$ cat src/common/dtl_map.vh
// Register map, field positions, reset values and pipeline timing for the
// dither / timestamp / link enable register bank.
// Assumes a byte-wide register port with 12-bit addresses.
`ifndef DTL_MAP_VH
`define DTL_MAP_VH

// ----------------------------------------------------------------------------
// Widths
// ----------------------------------------------------------------------------
`define DTL_AW             12
`define DTL_DW             8
`define DTL_CONV_W         12
`define DTL_LINK_W         16

// ----------------------------------------------------------------------------
// Offsets
// ----------------------------------------------------------------------------
`define DTL_ADDR_DITHER    12'h09d
`define DTL_ADDR_LSB_CTRL  12'h160
`define DTL_ADDR_LINK_EN   12'h200
`define DTL_ADDR_CAL_CTRL  12'h300
`define DTL_ADDR_STATUS    12'h301

// ----------------------------------------------------------------------------
// Fields and reset values
// ----------------------------------------------------------------------------
`define DTL_DITH_EN_BIT    0
`define DTL_DITH_AMP_BIT   1
`define DTL_DITH_ERR_BIT   2
`define DTL_TS_EN_BIT      0
`define DTL_LINK_EN_BIT    0
`define DTL_CAL_EN_BIT     0
`define DTL_RST_DITHER     8'h00
`define DTL_RST_LSB_CTRL   8'h00
`define DTL_RST_LINK_EN    8'h01
`define DTL_RST_CAL_CTRL   8'h00
`define DTL_ILA_CS         2'h0

// ----------------------------------------------------------------------------
// Timing: depth of the converter sample pipeline in mclk cycles
// ----------------------------------------------------------------------------
`define DTL_PIPE_DEPTH     8
`define DTL_PIPE_AW        3

`endif

$ cat src/verilog/dtl_delay_mem.v
// Small circular delay memory that aligns the timestamp with the samples.
// Assumes the caller advances it one entry per enabled clock.
`timescale 1ns/1ps

module dtl_delay_mem #(
  parameter DEPTH = 8,
  parameter AW    = 3
) (
  input  wire          mclk,
  input  wire          rst_b,
  input  wire          ce,
  input  wire          clr,
  input  wire [AW-1:0] ptr,
  input  wire          wr_bit,
  output reg           rd_bit_q
);

  reg [DEPTH-1:0] mem_q;

  // ----------------------------------------------------------------------------
  // Read old entry, then overwrite it: delay is DEPTH cycles
  // ----------------------------------------------------------------------------
  always @(posedge mclk or negedge rst_b) begin
    if (!rst_b) begin
      mem_q    <= {DEPTH{1'b0}};
      rd_bit_q <= 1'b0;
    end else if (ce) begin
      if (clr) begin
        mem_q    <= {DEPTH{1'b0}};
        rd_bit_q <= 1'b0;
      end else begin
        rd_bit_q   <= mem_q[ptr];
        mem_q[ptr] <= wr_bit;
      end
    end
  end

endmodule // dtl_delay_mem

$ cat src/verilog/dtl_reg_bank.v
// Configuration register bank for dither, timestamp on sample LSB and
// serial link enable, plus the sample path that these controls steer.
// Assumes samples arrive one per mclk, synchronous, and that software
// follows the write order given below.
`timescale 1ns/1ps
`include "dtl_map.vh"

module dtl_reg_bank (
  input  wire                   mclk,
  input  wire                   rst_b,
  input  wire                   ce,
  // Register port
  input  wire [`DTL_AW-1:0]     reg_addr,
  input  wire [`DTL_DW-1:0]     reg_wdata,
  input  wire                   reg_wr,
  input  wire                   reg_rd,
  output reg  [`DTL_DW-1:0]     reg_rdata_q,
  // Converter sample path
  input  wire [`DTL_CONV_W-1:0] conv_sample,
  input  wire [`DTL_CONV_W-1:0] dither_small,
  input  wire [`DTL_CONV_W-1:0] dither_large,
  input  wire                   single_channel_mode,
  input  wire                   timestamp_in,
  input  wire                   sysref_evt,
  output reg  [`DTL_CONV_W-1:0] core_dither_q,
  output reg  [`DTL_LINK_W-1:0] link_sample_q,
  // Control outputs
  output reg                    dither_enable_bit_q,
  output reg                    dither_amplitude_select_q,
  output reg                    rounding_error_select_q,
  output reg                    timestamp_on_lsb_enable_q,
  output reg                    link_rst_b_q,
  output reg                    serializer_pwr_q,
  output reg                    link_clk_en_q,
  output reg  [1:0]             ila_ctrl_bits_q,
  output reg  [7:0]             multiframe_counter_q
);

  // ----------------------------------------------------------------------------
  // Registers
  // ----------------------------------------------------------------------------
  // Every register below holds still while ce is low, reads included, so a
  // frozen bank neither loses a stored value nor invents read data
  reg  [`DTL_DW-1:0]     dither_ctrl_q;
  reg  [`DTL_DW-1:0]     lsb_ctrl_q;
  reg  [`DTL_DW-1:0]     link_en_q;
  reg  [`DTL_DW-1:0]     cal_ctrl_q;
  reg  [`DTL_DW-1:0]     rdata_d;
  reg  [`DTL_PIPE_AW-1:0] ptr_q;
  reg  [`DTL_CONV_W-1:0] dith_pipe_q [0:`DTL_PIPE_DEPTH-1];
  reg  [`DTL_CONV_W-1:0] samp_pipe_q [0:`DTL_PIPE_DEPTH-1];
  reg  [`DTL_CONV_W-1:0] dith_sel;
  reg  [`DTL_CONV_W:0]   corrected_d;
  reg  [`DTL_CONV_W-1:0] clean_d;
  reg  [`DTL_LINK_W-1:0] link_d;
  wire                   ts_delayed;
  wire                   link_on;
  wire                   dith_on;
  wire [`DTL_CONV_W-1:0] last_samp;
  wire [`DTL_CONV_W-1:0] last_dith;
  reg  [`DTL_CONV_W-1:0] clean_q;
  wire [`DTL_CONV_W-1:0] trunc_d;
  wire [`DTL_CONV_W-1:0] noise_d;
  wire [`DTL_DW-1:0]     status_d;
  wire                   ts_on;
  wire                   mf_realign;

  // Field taps and pipeline ends used by the sample path
  assign link_on   = link_en_q[`DTL_LINK_EN_BIT];
  assign dith_on   = dither_ctrl_q[`DTL_DITH_EN_BIT];
  assign last_samp = samp_pipe_q[`DTL_PIPE_DEPTH-1];
  assign last_dith = dith_pipe_q[`DTL_PIPE_DEPTH-1];
  assign ts_on     = lsb_ctrl_q[`DTL_TS_EN_BIT];

  // SYSREF only realigns the multiframe counter while the link runs
  assign mf_realign = link_on & sysref_evt;

  // ----------------------------------------------------------------------------
  // Register writes; whole bytes stored so reserved bits read back as written
  // ----------------------------------------------------------------------------
  // Software owns the order of link enable against calibration enable and the
  // other link registers; each write is stored as it comes, so a wrong order
  // shows up on the link and not in this bank
  always @(posedge mclk or negedge rst_b) begin
    if (!rst_b) begin
      dither_ctrl_q <= `DTL_RST_DITHER;
      lsb_ctrl_q    <= `DTL_RST_LSB_CTRL;
      link_en_q     <= `DTL_RST_LINK_EN;
      cal_ctrl_q    <= `DTL_RST_CAL_CTRL;
    end else if (ce && reg_wr) begin
      case (reg_addr)
        `DTL_ADDR_DITHER:   dither_ctrl_q <= reg_wdata;
        `DTL_ADDR_LSB_CTRL: lsb_ctrl_q    <= reg_wdata;
        `DTL_ADDR_LINK_EN:  link_en_q     <= reg_wdata;
        `DTL_ADDR_CAL_CTRL: cal_ctrl_q    <= reg_wdata;
        default:            ;
      endcase
    end
  end

  // ----------------------------------------------------------------------------
  // Status word: live link controls, read only
  // ----------------------------------------------------------------------------
  assign status_d = {5'h00, link_clk_en_q, serializer_pwr_q, link_rst_b_q};

  // ----------------------------------------------------------------------------
  // Read mux; unmapped addresses read zero
  // ----------------------------------------------------------------------------
  always @* begin
    case (reg_addr)
      `DTL_ADDR_DITHER:   rdata_d = dither_ctrl_q;
      `DTL_ADDR_LSB_CTRL: rdata_d = lsb_ctrl_q;
      `DTL_ADDR_LINK_EN:  rdata_d = link_en_q;
      `DTL_ADDR_CAL_CTRL: rdata_d = cal_ctrl_q;
      `DTL_ADDR_STATUS:   rdata_d = status_d;
      default:            rdata_d = 8'h00;
    endcase
  end

  // Read data stand only in the cycle after the strobe
  always @(posedge mclk or negedge rst_b) begin
    if (!rst_b) begin
      reg_rdata_q <= 8'h00;
    end else if (ce) begin
      reg_rdata_q <= reg_rd ? rdata_d : 8'h00;
    end
  end

  // ----------------------------------------------------------------------------
  // Control outputs registered from the fields
  // ----------------------------------------------------------------------------
  // Dither field copies for the converter core
  always @(posedge mclk or negedge rst_b) begin
    if (!rst_b) begin
      dither_enable_bit_q       <= 1'b0;
      dither_amplitude_select_q <= 1'b0;
      rounding_error_select_q   <= 1'b0;
    end else if (ce) begin
      dither_enable_bit_q       <= dither_ctrl_q[`DTL_DITH_EN_BIT];
      dither_amplitude_select_q <= dither_ctrl_q[`DTL_DITH_AMP_BIT];
      rounding_error_select_q   <= dither_ctrl_q[`DTL_DITH_ERR_BIT];
    end
  end

  // Timestamp insertion flag for the transport layer
  always @(posedge mclk or negedge rst_b) begin
    if (!rst_b) begin
      timestamp_on_lsb_enable_q <= 1'b0;
    end else if (ce) begin
      timestamp_on_lsb_enable_q <= ts_on;
    end
  end

  // Link reset, serializer power and clock gate all follow the enable bit;
  // they move together so a half-running link is never seen
  always @(posedge mclk or negedge rst_b) begin
    if (!rst_b) begin
      link_rst_b_q              <= 1'b0;
      serializer_pwr_q          <= 1'b0;
      link_clk_en_q             <= 1'b0;
    end else if (ce) begin
      link_rst_b_q              <= link_on;
      serializer_pwr_q          <= link_on;
      link_clk_en_q             <= link_on;
    end
  end

  // Lane alignment data never advertises the stamp as a control bit
  always @(posedge mclk or negedge rst_b) begin
    if (!rst_b) begin
      ila_ctrl_bits_q           <= `DTL_ILA_CS;
    end else if (ce) begin
      ila_ctrl_bits_q           <= `DTL_ILA_CS;
    end
  end

  // ----------------------------------------------------------------------------
  // Dither injection into the core, with amplitude choice
  // ----------------------------------------------------------------------------
  // Amplitude is taken from the field itself, so the core dither and the
  // registered copy on the pin change on the same edge
  always @* begin
    if (dither_ctrl_q[`DTL_DITH_AMP_BIT])
      dith_sel = dither_large;
    else
      dith_sel = dither_small;
  end

  always @(posedge mclk or negedge rst_b) begin
    if (!rst_b) begin
      core_dither_q <= 12'h000;
    end else if (ce) begin
      core_dither_q <= dith_on ? dith_sel : 12'h000;
    end
  end

  // ----------------------------------------------------------------------------
  // Sample and dither pipeline, one stage per entry, stage 0 outside the generate
  // ----------------------------------------------------------------------------
  // Stage 0 takes the fresh sample beside the dither that went into it
  always @(posedge mclk or negedge rst_b) begin
    if (!rst_b) begin
      samp_pipe_q[0] <= 12'h000;
      dith_pipe_q[0] <= 12'h000;
    end else if (ce) begin
      samp_pipe_q[0] <= conv_sample;
      dith_pipe_q[0] <= core_dither_q;
    end
  end

  // Remaining stages shift one entry per enabled clock
  genvar gi;
  generate
    for (gi = 1; gi < `DTL_PIPE_DEPTH; gi = gi + 1) begin : g_pipe
      always @(posedge mclk or negedge rst_b) begin
        if (!rst_b) begin
          samp_pipe_q[gi] <= 12'h000;
          dith_pipe_q[gi] <= 12'h000;
        end else if (ce) begin
          samp_pipe_q[gi] <= samp_pipe_q[gi-1];
          dith_pipe_q[gi] <= dith_pipe_q[gi-1];
        end
      end
    end
  endgenerate

  // ----------------------------------------------------------------------------
  // Dither subtraction with selectable rounding
  // ----------------------------------------------------------------------------
  // Raw difference with a guard bit so the borrow stays out of the result
  always @* begin
    corrected_d = {1'b0, last_samp} - {1'b0, last_dith};
  end

  // Fixed truncation: error lands as offset and rate-related spurs
  assign trunc_d = {corrected_d[`DTL_CONV_W-1:1], 1'b0};
  // Residual dither LSB folded back in single channel mode so error spreads as noise
  assign noise_d = corrected_d[`DTL_CONV_W-1:0] ^
                   {{(`DTL_CONV_W-1){1'b0}}, last_dith[0] & single_channel_mode};

  // Pick the corrected sample for the chosen rounding
  always @* begin
    if (!dith_on)
      clean_d = last_samp;
    else if (dither_ctrl_q[`DTL_DITH_ERR_BIT])
      clean_d = trunc_d;
    else
      clean_d = noise_d;
  end

  // Corrected sample registered so it leaves beside the stamp memory's read register
  always @(posedge mclk or negedge rst_b) begin
    if (!rst_b) begin
      clean_q <= 12'h000;
    end else if (ce) begin
      clean_q <= clean_d;
    end
  end

  // ----------------------------------------------------------------------------
  // Timestamp delay, matched to the sample pipeline depth
  // ----------------------------------------------------------------------------
  // The memory is as deep as the sample pipe; its read register stands in for
  // the corrected-sample register, so stamp and sample leave on one edge
  always @(posedge mclk or negedge rst_b) begin
    if (!rst_b) begin
      ptr_q <= 3'h0;
    end else if (ce) begin
      ptr_q <= ptr_q + 3'h1;
    end
  end

  dtl_delay_mem #(
    .DEPTH (`DTL_PIPE_DEPTH),
    .AW    (`DTL_PIPE_AW)
  ) u_ts_delay (
    .mclk     (mclk),
    .rst_b    (rst_b),
    .ce       (ce),
    .clr      (1'b0),
    .ptr      (ptr_q),
    .wr_bit   (timestamp_in),
    .rd_bit_q (ts_delayed)
  );

  // ----------------------------------------------------------------------------
  // Link sample packing: converter bits at the top, timestamp in the LSB
  // ----------------------------------------------------------------------------
  always @* begin
    link_d = {clean_q, {(`DTL_LINK_W-`DTL_CONV_W){1'b0}}};
    if (ts_on)
      link_d[0] = ts_delayed;
  end

  // All zero while the link is off, as its serializers are down
  always @(posedge mclk or negedge rst_b) begin
    if (!rst_b) begin
      link_sample_q <= 16'h0000;
    end else if (ce) begin
      link_sample_q <= link_on ? link_d : 16'h0000;
    end
  end

  // ----------------------------------------------------------------------------
  // Multiframe counter: held in reset while the link is off
  // ----------------------------------------------------------------------------
  // Counts every enabled cycle; SYSREF while running pulls it back to zero
  always @(posedge mclk or negedge rst_b) begin
    if (!rst_b) begin
      multiframe_counter_q <= 8'h00;
    end else if (ce) begin
      if (!link_on)
        multiframe_counter_q <= 8'h00;
      else if (mf_realign)
        multiframe_counter_q <= 8'h00;
      else
        multiframe_counter_q <= multiframe_counter_q + 8'h01;
    end
  end

endmodule // dtl_reg_bank

$ cat config.mk
export PLATFORM = sky130hd
export DESIGN_NAME = dtl_reg_bank
export DESIGN_NICKNAME = d
export VERILOG_FILES = /design/src/verilog/dtl_delay_mem.v /design/src/verilog/dtl_reg_bank.v
export VERILOG_INCLUDE_DIRS = /design/src /design/src/common
export SDC_FILE = /design/constraint.sdc
export NUM_CORES = 1
export LEC_CHECK = 0
export ABC_CLOCK_PERIOD_IN_PS = 6300
export CORE_MARGIN = 2
export CORE_UTILIZATION = 40
export DETAILED_ROUTE_END_ITERATION = 10
export DONT_BUFFER_PORTS = 1
export GPL_ROUTABILITY_DRIVEN = 0
export REMOVE_ABC_BUFFERS = 1
export SETUP_SLACK_MARGIN = 0.4
export SYNTH_ARGS = -nofsm -noshare
export SYNTH_HDL_FRONTEND = slang
export SYNTH_SLANG_ARGS = --single-unit
$ cat constraint.sdc
create_clock -name mclk -period 6.3 [get_ports mclk]
set_input_delay 1.26 -clock mclk [delete_from_list [all_inputs] [get_ports mclk]]
set_output_delay 1.26 -clock mclk [all_outputs]
set_load 0.02 [all_outputs]
Word-level counts from Yosys, hierarchy flattened
Index checks and enable logic that the tools add are counted.

Add/sub/neg operators: 3. Magnitude comparators: 2. Eq/ne operators: 5. Multiplexer cells: 15. Bitwise operators: 3. Reduce and logical (&&, ||, !) cells: 6.

Operators by type and width (count): $mux 12 (4); $pmux 8 s5 (1); $eq 12x10->1 const B (3); $mux 8 (3); $mux 16 (1); $eq 12x8->1 const B (1); $eq 12x9->1 const B (1); $sub 12x12->12 (1); $xor 12x1->12 (1); $add 8x1->8 const B (1); $bwmux 8 (1); $reduce_and 2->1 (4); $lt 3x4->1 const B (1); $add 3x1->3 const B (1); $bmux 1 s3 (1); $demux 1 s3 (1); $ge 3x1->1 const B (1); $mux 1 (3); $and 1x1->1 (2); $logic_and 1x1->1 (2).

Bits in registers: 297. Input bits: 64. Output and inout bits: 53. Logic and storage cells: 67.

Longest topological paths before layout
Gate-level depths: netlist of run 1.

Depth in word-level cells: 5. Depth in mapped cells: 10. Mapped depth without buffers: 10.

Modules after synthesis
Synthesis of run 1 repeated with hierarchy kept, for this count alone.

Cells, all modules: 921. Area total of the unflattened synthesis: 12374.4 µm².

Modules (own cells, without submodules): dtl_reg_bank (times used 1, cells each 857, area each 11785.1 µm², sequential area each 7133.1 µm²); dtl_delay_mem (times used 1, cells each 64, area each 589.3 µm², sequential area each 225.2 µm²).

Worst setup path before layout of run 1
No wires, ideal clock.

Path kind: in2reg. Start: in reg_addr[9]. End: reg dither_ctrl_q[0]. Setup time: 0.125 ns. Data arrival time: 2.754 ns. Required time: 6.175 ns. Path slack: 3.421 ns. Stages: 5. Path buffers: 1. Cells stage by stage: or3_4 > nor4_4 > and3_1 > buf_6 > mux2_2.

Longest elaborated chain between the ends: 2.

RTL lines: start: declaration (RTL line dtl_reg_bank.v:13) `` input wire [`DTL_AW-1:0] reg_addr, ``; $eq 12x8->1 (RTL line dtl_reg_bank.v:91) `case (reg_addr)`; $reduce_and 2->1 (no source line); end signal: assignment (RTL line dtl_reg_bank.v:86) `` dither_ctrl_q <= `DTL_RST_DITHER; ``; end signal: assignment (RTL line dtl_reg_bank.v:92) `` `DTL_ADDR_DITHER: dither_ctrl_q <= reg_wdata; ``; end: declaration (RTL line dtl_reg_bank.v:44) `` reg [`DTL_DW-1:0] dither_ctrl_q; ``.

Every way passes these cells. A chain may end at the register's enable or synchronous reset.

Worst setup path in the final report of run 1
Start: in reg_addr[9]. End: reg lsb_ctrl_q[3].

Longest elaborated chain between the ends: 2.

RTL lines: $eq 12x9->1 (RTL line dtl_reg_bank.v:91); $reduce_and 2->1 (no source line); end signal: assignment (RTL line dtl_reg_bank.v:87) `` lsb_ctrl_q <= `DTL_RST_LSB_CTRL; ``; end signal: assignment (RTL line dtl_reg_bank.v:93) `` `DTL_ADDR_LSB_CTRL: lsb_ctrl_q <= reg_wdata; ``; end: declaration (RTL line dtl_reg_bank.v:45) `` reg [`DTL_DW-1:0] lsb_ctrl_q; ``.

Every way passes these cells.

==> PnR_summary.wiki, run 1 <==
{| class="wikitable"
! Metric !! Value
|-
| Die Area || roughly 32000 um2
|-
| Clk sink count || 294
|-
| Worst hold margin || roughly 0.48 ns
|-
| Share of final-layout standard cells stronger than drive strength 1 || between 30% and 40%
|-
| Netlist area before placement || 12100 um2
|-
| Clock latency reported for the late side of the worst-skew pair || approximately 0.49 ns
|-
| Proportion of total power due to net switching || between 20% and 30%
|-
| Root buffer cell || sky130_fd_sc_hd__clkbuf_16
|-
| Yosys top cell area share || about 60%
|-
| Status || finished, final reports clean
|-
| Global-route wire length before repair || between 30000 and 40000 um
|-
| HPWL after detailed placement || around 13000 um
|-
| Proportion of register bits with asynchronous set or reset after synthesis || 100%
|-
| Horizontal die dimension || 178 um
|-
| Routed len/inst || between 15 and 20 um
|-
| Slew @ Worst Pin || 0.965 ns
|-
| Static leakage power || 6.13 nW
|-
| Net switching power || ~1.1 mW
|-
| Maximum number of pins on one net before global-route repair || 295
|-
| Launching point of the worst reg2reg path || last_samp[0]$_DFFE_PN0P_
|-
| Max-slew violation total from the final report || 0
|-
| Type of the worst setup path || in2reg
|-
| Vias per inst || 5.19
|-
| Number of buffers inserted for hold repair after clock tree synthesis || 0
|-
| Number of search-and-repair iterations in the first detailed-routing pass || 4
|-
| Clock tree from TritonCTS || done
|-
| Class of the tightest hold or removal check || in2async
|-
| Synth area leaders || sky130_fd_sc_hd__dfrtp_1 60%, sky130_fd_sc_hd__mux2_2 21%, sky130_fd_sc_hd__mux2i_1 2.0%
|-
| Number of standard cells after synthesis || about 860
|-
| Number of DRC violations after detailed routing || 0
|-
| Core Region || 29800 um2
|-
| Initial core utilization || between 40% and 50%
|-
| Ports placed on the boundary || about 120
|-
| Max frequency || around 0.37 GHz
|-
| Overall track demand over capacity in global routing || ~14%
|-
| Peak ir drop on the vdd network || just over 0.0002 V
|-
| CP startpoint || reg_addr[9]
|-
| Category of the worst setup path launch point || input pin
|-
| Minimum clock period after layout || roughly 2.7 ns
|-
| Antenna diode count || 0
|-
| Internal power contribution || between 3 and 4 mW
|-
| Vertical die dimension || 178 um
|-
| Most numerous cell in the Yosys netlist || sky130_fd_sc_hd__dfrtp_1
|-
| Tot Pwr || approximately 4.7 mW
|-
| Total wire length after detailed routing || 22000 um
|-
| Setup crit end kind || flip-flop
|-
| Site Rows || 63
|-
| DRC marker count from the first detailed-route iteration || ~340
|-
| Top cell types by occurrence after synthesis || 293 x sky130_fd_sc_hd__dfrtp_1, 226 x sky130_fd_sc_hd__mux2_2, 40 x sky130_fd_sc_hd__clkbuf_1
|-
| Number of distinct standard cells referenced by the synthesized netlist || 56
|-
| Logic gate share of total power || between 10% and 20%
|-
| Arrival time of the worst setup path || between 3 and 4 ns
|-
| Post-synthesis area per instance || approximately 14 um2
|-
| Proportion of synthesized chip area in sequential cells || between 60% and 70%
|-
| Largest area contributor in the netlist || sky130_fd_sc_hd__dfrtp_1
|-
| Final cell utilization of the core || between 40% and 50%
|-
| CTS resizes || 0
|-
| Worst-case setup margin in the final layout || approximately 3.6 ns
|-
| Clock tree skew after final layout || 0.00986 ns
|-
| Buffers added on ports || 0
|-
| Layout filler cell count || 2730
|-
| Number of synthesized register bits || between 200 and 300
|-
| Pre-CTS worst setup slack || ~3.1 ns
|-
| # H-tree levels || 2
|-
| Number of global-route vias before repair || ~6600
|-
| Relative slew slack || 35.7%
|-
| Remaining number of nets flagged by the antenna check after routing || 0
|-
| Number of maximum-capacitance constraint violations || 0
|-
| GR Overflow Total || 0
|-
| CP Max Fanout || 10
|-
| Setup repair after global routing missed its margin || no
|-
| Finish-stage setup viols || 0
|-
| TritonCTS Buffers || 34
|-
| Post-route fraction of the period consumed by the critical path || between 40% and 50%
|-
| Fraction of power consumed by sequential logic || roughly half
|-
| Number of failing hold endpoints at the final stage || 0
|-
| Total number of vias || 6545
|-
| Clk network pwr share || about two fifths
|-
| Total Nets Final || ~900
|-
| Number of antenna violations at the first check in global routing || 0
|-
| Number of flops mapped to enable cells by yosys || 0
|-
| Clk slew on worst S/H paths || around 0.06 ns
|-
| Synthesis-to-finish area growth || 11.4%
|-
| Count of buffers added by post-CTS timing repair for setup || 0
|-
| Final setup TNS || 0 ns
|-
| Power per standard cell area || 350 nW/um2
|-
| Number of buffers on the longest clock path || 3
|-
| Synthesis warning total || 0
|-
| Data required time of the critical path || roughly 6.7 ns
|-
| Top_reg_cell synth || sky130_fd_sc_hd__dfrtp_1
|}
## cell usage in the layout, fill, tap and decap left out, types with 8 or more instances in the layout
cell type / Yosys / routed
sky130_fd_sc_hd__dfrtp_1: 293 / 293
sky130_fd_sc_hd__mux2_2: 226 / 226
sky130_fd_sc_hd__clkbuf_16: 0 / 37
sky130_fd_sc_hd__nand2_1: 25 / 25
sky130_fd_sc_hd__nor2_1: 25 / 25
sky130_fd_sc_hd__o21ai_0: 24 / 24
sky130_fd_sc_hd__mux2i_1: 24 / 24
sky130_fd_sc_hd__o2bb2ai_1: 24 / 24
sky130_fd_sc_hd__inv_1: 20 / 19
sky130_fd_sc_hd__a21oi_1: 19 / 19
sky130_fd_sc_hd__a22o_1: 13 / 13
sky130_fd_sc_hd__ha_1: 13 / 13
sky130_fd_sc_hd__clkbuf_8: 1 / 9
sky130_fd_sc_hd__xnor2_1: 8 / 8
sky130_fd_sc_hd__and3_1: 8 / 8
## flip-flops by register name (all words and copies together), names as in the netlist
signal	count
core_dither_q	12
dither_amplitude_select_q	1
link_en_q	8
dither_ctrl_q	8
last_dith	12
multiframe_counter_q	8
u_ts_delay.mem_q	8
timestamp_on_lsb_enable_q	1
link_sample_q	13
samp_pipe_q	84
link_clk_en_q	1
rounding_error_select_q	1
cal_ctrl_q	8
u_ts_delay.rd_bit_q	1
dither_enable_bit_q	1
last_samp	12
dith_pipe_q	84
ptr_q	3
clean_q	12
lsb_ctrl_q	8
reg_rdata_q	8
## worst paths after layout
kind,to,slack (ns),cells after the start
max,lsb_ctrl_q[3]$_DFFE_PN0P_,3.61,4
min,multiframe_counter_q[5]$_DFFE_PN0P_,0.48,0
max reg2reg,clean_q[10]$_DFFE_PN0P_,3.93,10
min reg2reg,last_dith[10]$_DFFE_PN0P_,0.48,2
max in group asynchronous,samp_pipe_q[12]$_DFFE_PN0P_,5.26,0
min in group mclk,last_dith[10]$_DFFE_PN0P_,0.48,2
## per-layer routing
metal | part of all wire (%) | wire (um) | vias to the layer above | track usage, %
met5 | 0 | 0 | - | 0
li1 | - | - | 3044 | -
met1 | 47 | 10200 | 3311 | 19.5
met3 | 6.1 | 1340 | 41 | 3.67
met4 | 1.8 | 386 | 0 | 4.00
met2 | 46 | 10000 | 149 | 21.7
## logic make-up (layout without fill, tap and decap cells)
group	count (synthesis)	in the layout	share of synthesized area, %
XOR/XNOR	9	9	0.649
flip-flops	294	294	60.6
adder cells (fa/ha/maj)	14	14	1.50
AND/OR/NAND/NOR	97	97	4.18
AO/OA/AOI/OAI	116	116	6.89
buffers and inverters	75	83	2.81
other	1	5	0.0309
multiplexers	252	252	23.3
## critical path: stages
cell and delay [ns]:
sky130_fd_sc_hd__or3_4 0.40, sky130_fd_sc_hd__nor3_2 0.56, sky130_fd_sc_hd__and3_1 0.48, sky130_fd_sc_hd__mux2_2 0.38
## metrics by stage
stage	cell area, um2	cells
2_1_floorplan	11900	807
3_3_place_gp	12400	1199
3_5_place_dp	12400	1199
4_1_cts	13500	1260
5_1_grt	13500	1260
6_report	13500	1260
## cell type report
class	instances	area (um2)	area share, %
Multi-Input combinational cell	493	4460	33.0
Clock buffer	51	1070	7.90
Sequential cell	294	7360	54.4
Timing Repair Buffer	2	15.0	0.111
Tap cell	390	488	3.61
Inverter	20	75.1	0.555
Clock inverter	10	58.8	0.435
## power by group through the flow
| stage | clock (mW) | combinational, mW | sequential, mW |
|---|---|---|---|
| 4_1_cts | 1.99 | 0.538 | 2.28 |
| 6_report | 1.92 | 0.531 | 2.28 |
| 2_1_floorplan | 0 | 0.471 | 2.26 |
| 3_5_place_dp | 0 | 0.536 | 2.31 |
| 5_1_grt | 2.07 | 0.600 | 2.31 |
| 3_3_place_gp | 0 | 0.522 | 2.31 |
No activity file was read; power rests on OpenSTA's default activity.
==> run 2, diff against run 1 <==
--- a/config.mk
+++ b/config.mk
@@ -6,7 +6,7 @@
 export SDC_FILE = /design/constraint.sdc
 export NUM_CORES = 1
 export LEC_CHECK = 0
-export ABC_CLOCK_PERIOD_IN_PS = 6300
+export ABC_CLOCK_PERIOD_IN_PS = 2200
 export CORE_MARGIN = 2
 export CORE_UTILIZATION = 40
 export DETAILED_ROUTE_END_ITERATION = 10
==> constraint.sdc (replaced) <==
create_clock -name mclk -period 2.2 [get_ports mclk]
set_input_delay 0.44 -clock mclk [delete_from_list [all_inputs] [get_ports mclk]]
set_output_delay 0.44 -clock mclk [all_outputs]
set_load 0.02 [all_outputs]
==> PnR_summary.wiki, run 2 (same netlist as run 1, synthesis figures left out) <==
{| class="wikitable"
! Metric !! Value
|-
| Status || finished with violations
|-
| Failing checks || hold timing
|-
| Buffers added on ports || 0 (unchanged)
|-
| Multi-input logic area || 4560 um2 (+2.3%)
|-
| Vertical die dimension || 178 um (unchanged)
|-
| Non-Filler Cell Area, Final || 13800 um2 (+2.0%)
|-
| Proportion of total power due to net switching || 23.3% (+0.034 points)
|-
| Clock tree skew after final layout || 0.0161 ns (+0.00624 ns)
|-
| Most common library cell in the layout ignoring fill and taps || sky130_fd_sc_hd__dfrtp_1
|-
| Final setup TNS || 0 ns (unchanged)
|-
| Arrival time of the worst setup path || 2.55 ns (-0.52 ns)
|-
| Most used cell along the critical path || sky130_fd_sc_hd__inv_2
|-
| Ports placed on the boundary || 117 (unchanged)
|-
| Number of failing hold endpoints at the final stage || 294 (+294)
|-
| Root buffer cell || sky130_fd_sc_hd__clkbuf_16
|-
| Sequential standard cell area || 7360 um2 (unchanged)
|-
| Maximum number of pins on one net before global-route repair || 295 (unchanged)
|-
| Launching point of the worst reg2reg path || last_samp[0]$_DFFE_PN0P_
|-
| Clk slew on worst S/H paths || 0.06 ns (about the same)
|-
| Clock latency reported for the late side of the worst-skew pair || 0.50 ns (about the same)
|-
| Kind of cell adding the most delay to the critical path || compound AO/OA/AOI/OAI gates
|-
| Fraction of power consumed by sequential logic || 47.0% (-1.1 points)
|-
| Setup repair after global routing missed its margin || yes
|-
| Category of the worst setup path launch point || flip-flop
|-
| Sum of met2 wire segment lengths after detailed routing || 9940 um (-0.70%)
|-
| # H-tree levels || 2 (unchanged)
|-
| Worst-case setup margin in the final layout || 0.0356 ns (-3.57 ns)
|-
| Number of search-and-repair iterations in the first detailed-routing pass || 4 (unchanged)
|-
| Vias per inst || 5.25 (+1.2%)
|-
| Total wire length after detailed routing || 22000 um (about the same)
|-
| Core Region || 29800 um2 (unchanged)
|-
| Routed length on met1 || 10400 um (+1.4%)
|-
| Clock tree from TritonCTS || done
|-
| Remaining number of nets flagged by the antenna check after routing || 0 (unchanged)
|-
| Overall track demand over capacity in global routing || 14.0% (+0.018 points)
|-
| Final cell utilization of the core || 46.3% (+0.90 points)
|-
| DRC marker count from the first detailed-route iteration || 424 (+24%)
|-
| Site Rows || 63 (unchanged)
|-
| Minimum clock period after layout || 2.16 ns
|-
| Peak ir drop on the vdd network || 0.000472 V (+130%)
|-
| Total number of vias || 6700 (+2.4%)
|-
| Met3 wire length || 1220 um (-8.5%)
|-
| Static leakage power || 6.26 nW (+2.1%)
|-
| Number of global-route vias before repair || 6674 (+0.39%)
|-
| Worst Path Buf+Inv || 2 (+2)
|-
| Layout filler cell count || 2660 (-2.6%)
|-
| Power per standard cell area || 1010 nW/um2 (+190%)
|-
| Setup crit end kind || flip-flop
|-
| Net switching power || 3.24 mW (+190%)
|-
| Post-route fraction of the period consumed by the critical path || roughly 98%
|-
| Relative slew slack || 49.7% (+14 points)
|-
| Internal power contribution || 10.6 mW (+190%)
|-
| Max-slew violation total from the final report || 0 (unchanged)
|-
| Antenna diode count || 0 (unchanged)
|-
| Number of DRC violations after detailed routing || 0 (unchanged)
|-
| Data required time of the critical path || 2.58 ns (-4.10 ns)
|-
| Clk sink count || 294 (unchanged)
|-
| CP Max Fanout || 2 (-8)
|-
| Stage delay of the slowest cell on the critical path || 0.39 ns (-0.17 ns)
|-
| Instance area after placement || 12600 um2 (+1.3%)
|-
| Top routing layer in use || met4
|-
| Class of the tightest hold or removal check || in2async
|-
| Highest-count cells in the layout ignoring fill and taps || 293 x sky130_fd_sc_hd__dfrtp_1, 226 x sky130_fd_sc_hd__mux2_2, 35 x sky130_fd_sc_hd__clkbuf_16
|-
| TritonCTS Buffers || 34 (unchanged)
|-
| Type of the worst setup path || reg2reg
|-
| HPWL after detailed placement || 12900 um (+0.34%)
|-
| GR Overflow Total || 0 (unchanged)
|-
| Die Area || 31800 um2 (unchanged)
|-
| Synthesis-to-finish area growth || 13.6%
|-
| Initial core utilization || 40.7% (unchanged)
|-
| Finish-stage setup viols || 0 (unchanged)
|-
| Largest registers || dith_pipe_q (84), samp_pipe_q (84), link_sample_q (13)
|-
| Max frequency || between 0.4 and 0.5 GHz
|-
| Pre-CTS worst setup slack || -0.00455 ns (-3.13 ns)
|-
| Logic gate share of total power || 12.6% (+1.4 points)
|-
| Horizontal die dimension || 178 um (unchanged)
|-
| Number of buffers on the longest clock path || 3 (unchanged)
|-
| Number of antenna violations at the first check in global routing || 0 (unchanged)
|-
| Share of final-layout standard cells stronger than drive strength 1 || 36.8% (+2.7 points)
|-
| Logic depth of the worst path, buffers included || 10 (+6)
|-
| Cells along the critical path || inv_2 > ha_4 > inv_2 > fa_2 > a211o_1 > a21oi_2 > o21bai_1 > a21oi_1 > mux2i_1 > a221o_1
|-
| Global-route wire length before repair || 35900 um (+1.1%)
|-
| Routed len/inst || 17.2 um (-1.1%)
|-
| Worst hold margin || -0.338 ns (-0.815 ns)
|-
| Total Nets Final || 944 (+2.3%)
|-
| Slew @ Worst Pin || 0.755 ns (-0.210 ns)
|-
| R2r endpoint || clean_q[10]$_DFFE_PN0P_
|-
| Reg2Reg Depth || 10 (unchanged)
|-
| Register-to-register path setup slack || 0.04 ns (-3.89 ns)
|-
| Library cell contributing the largest single delay on the critical path || sky130_fd_sc_hd__dfrtp_1
|-
| Clk network pwr share || 40.4% (-0.2 points)
|-
| Number of maximum-capacitance constraint violations || 0 (unchanged)
|}
==> run 2: changes by cell type in the layout (fill, tap and decap cells not counted), moves of 3 or more <==
cell                        change
sky130_fd_sc_hd__clkinv_2       -5
sky130_fd_sc_hd__bufinv_16      +3
sky130_fd_sc_hd__inv_1          -3
sky130_fd_sc_hd__buf_4         +19
sky130_fd_sc_hd__inv_2          +3
sky130_fd_sc_hd__a21oi_1        -3
==> run 2: through the flow <==
step	power, mW	instances	hold WS (ns)
after floorplan	7.81	807	0.144
after global placement	8.15	1217	0.155
after detailed placement	8.20	1217	0.157
final	13.9	1275	-0.338
after global routing	14.6	1275	-0.365
after CTS	14.0	1273	-0.381
==> run 2: cell type report <==
| class | instances | area share (%) |
|---|---|---|
| flip-flops and latches | 294 | 53.4 |
| multi-input cells | 493 | 33.0 |
| clock buffers | 48 | 7.21 |
| well taps | 390 | 3.54 |
| repair buffers | 23 | 1.43 |
| clock inverters | 7 | 0.853 |
| inverters | 20 | 0.544 |
==> run 2: how the worst max path moves through the flow <==
stage / endpoint / slack (ns) / from
5_1_grt: clean_q[6]$_DFFE_PN0P_ / -0.04 / last_samp[0]$_DFFE_PN0P_
3_3_place_gp: clean_q[10]$_DFFE_PN0P_ / -0.004 / last_samp[0]$_DFFE_PN0P_
2_1_floorplan: clean_q[10]$_DFFE_PN0P_ / 0.07 / last_samp[0]$_DFFE_PN0P_
4_1_cts: clean_q[10]$_DFFE_PN0P_ / 0.09 / last_samp[0]$_DFFE_PN0P_
3_5_place_dp: clean_q[10]$_DFFE_PN0P_ / -0.005 / last_samp[0]$_DFFE_PN0P_
6_report: clean_q[10]$_DFFE_PN0P_ / 0.04 / last_samp[0]$_DFFE_PN0P_
==> run 2: what timing repair did <==
item,CTS,global route
cloned,0,0
setup endpoints to repair,7,9
endpoints found under the hold margin,294,294
resized for setup,11,12
pin swaps,6,11
buffers inserted,1,2
==> run 2: worst reg2reg max path: stages, from the launching register on <==
cell and delay (ns):
sky130_fd_sc_hd__dfrtp_1 0.39, sky130_fd_sc_hd__inv_2 0.08, sky130_fd_sc_hd__ha_4 0.13, sky130_fd_sc_hd__inv_2 0.03, sky130_fd_sc_hd__fa_2 0.33, sky130_fd_sc_hd__a211o_1 0.32, sky130_fd_sc_hd__a21oi_2 0.16, sky130_fd_sc_hd__o21bai_1 0.09
sky130_fd_sc_hd__a21oi_1 0.17, sky130_fd_sc_hd__mux2i_1 0.09, sky130_fd_sc_hd__a221o_1 0.26
==> run 2: routing by layer <==
layer | track usage [%] | vias up
met5 | 0 | -
li1 | - | 3105
met1 | 19.8 | 3407
met4 | 4.10 | 0
met2 | 21.4 | 148
met3 | 3.64 | 40
==> run 2: power by group through the flow <==
stage	clock network, mW	logic (mW)	registers [mW]
final	5.60	1.75	6.53
after global placement	0	1.53	6.62
after CTS	5.80	1.66	6.54
after global routing	6.03	1.95	6.64
after floorplan	0	1.35	6.46
after detailed placement	0	1.57	6.63
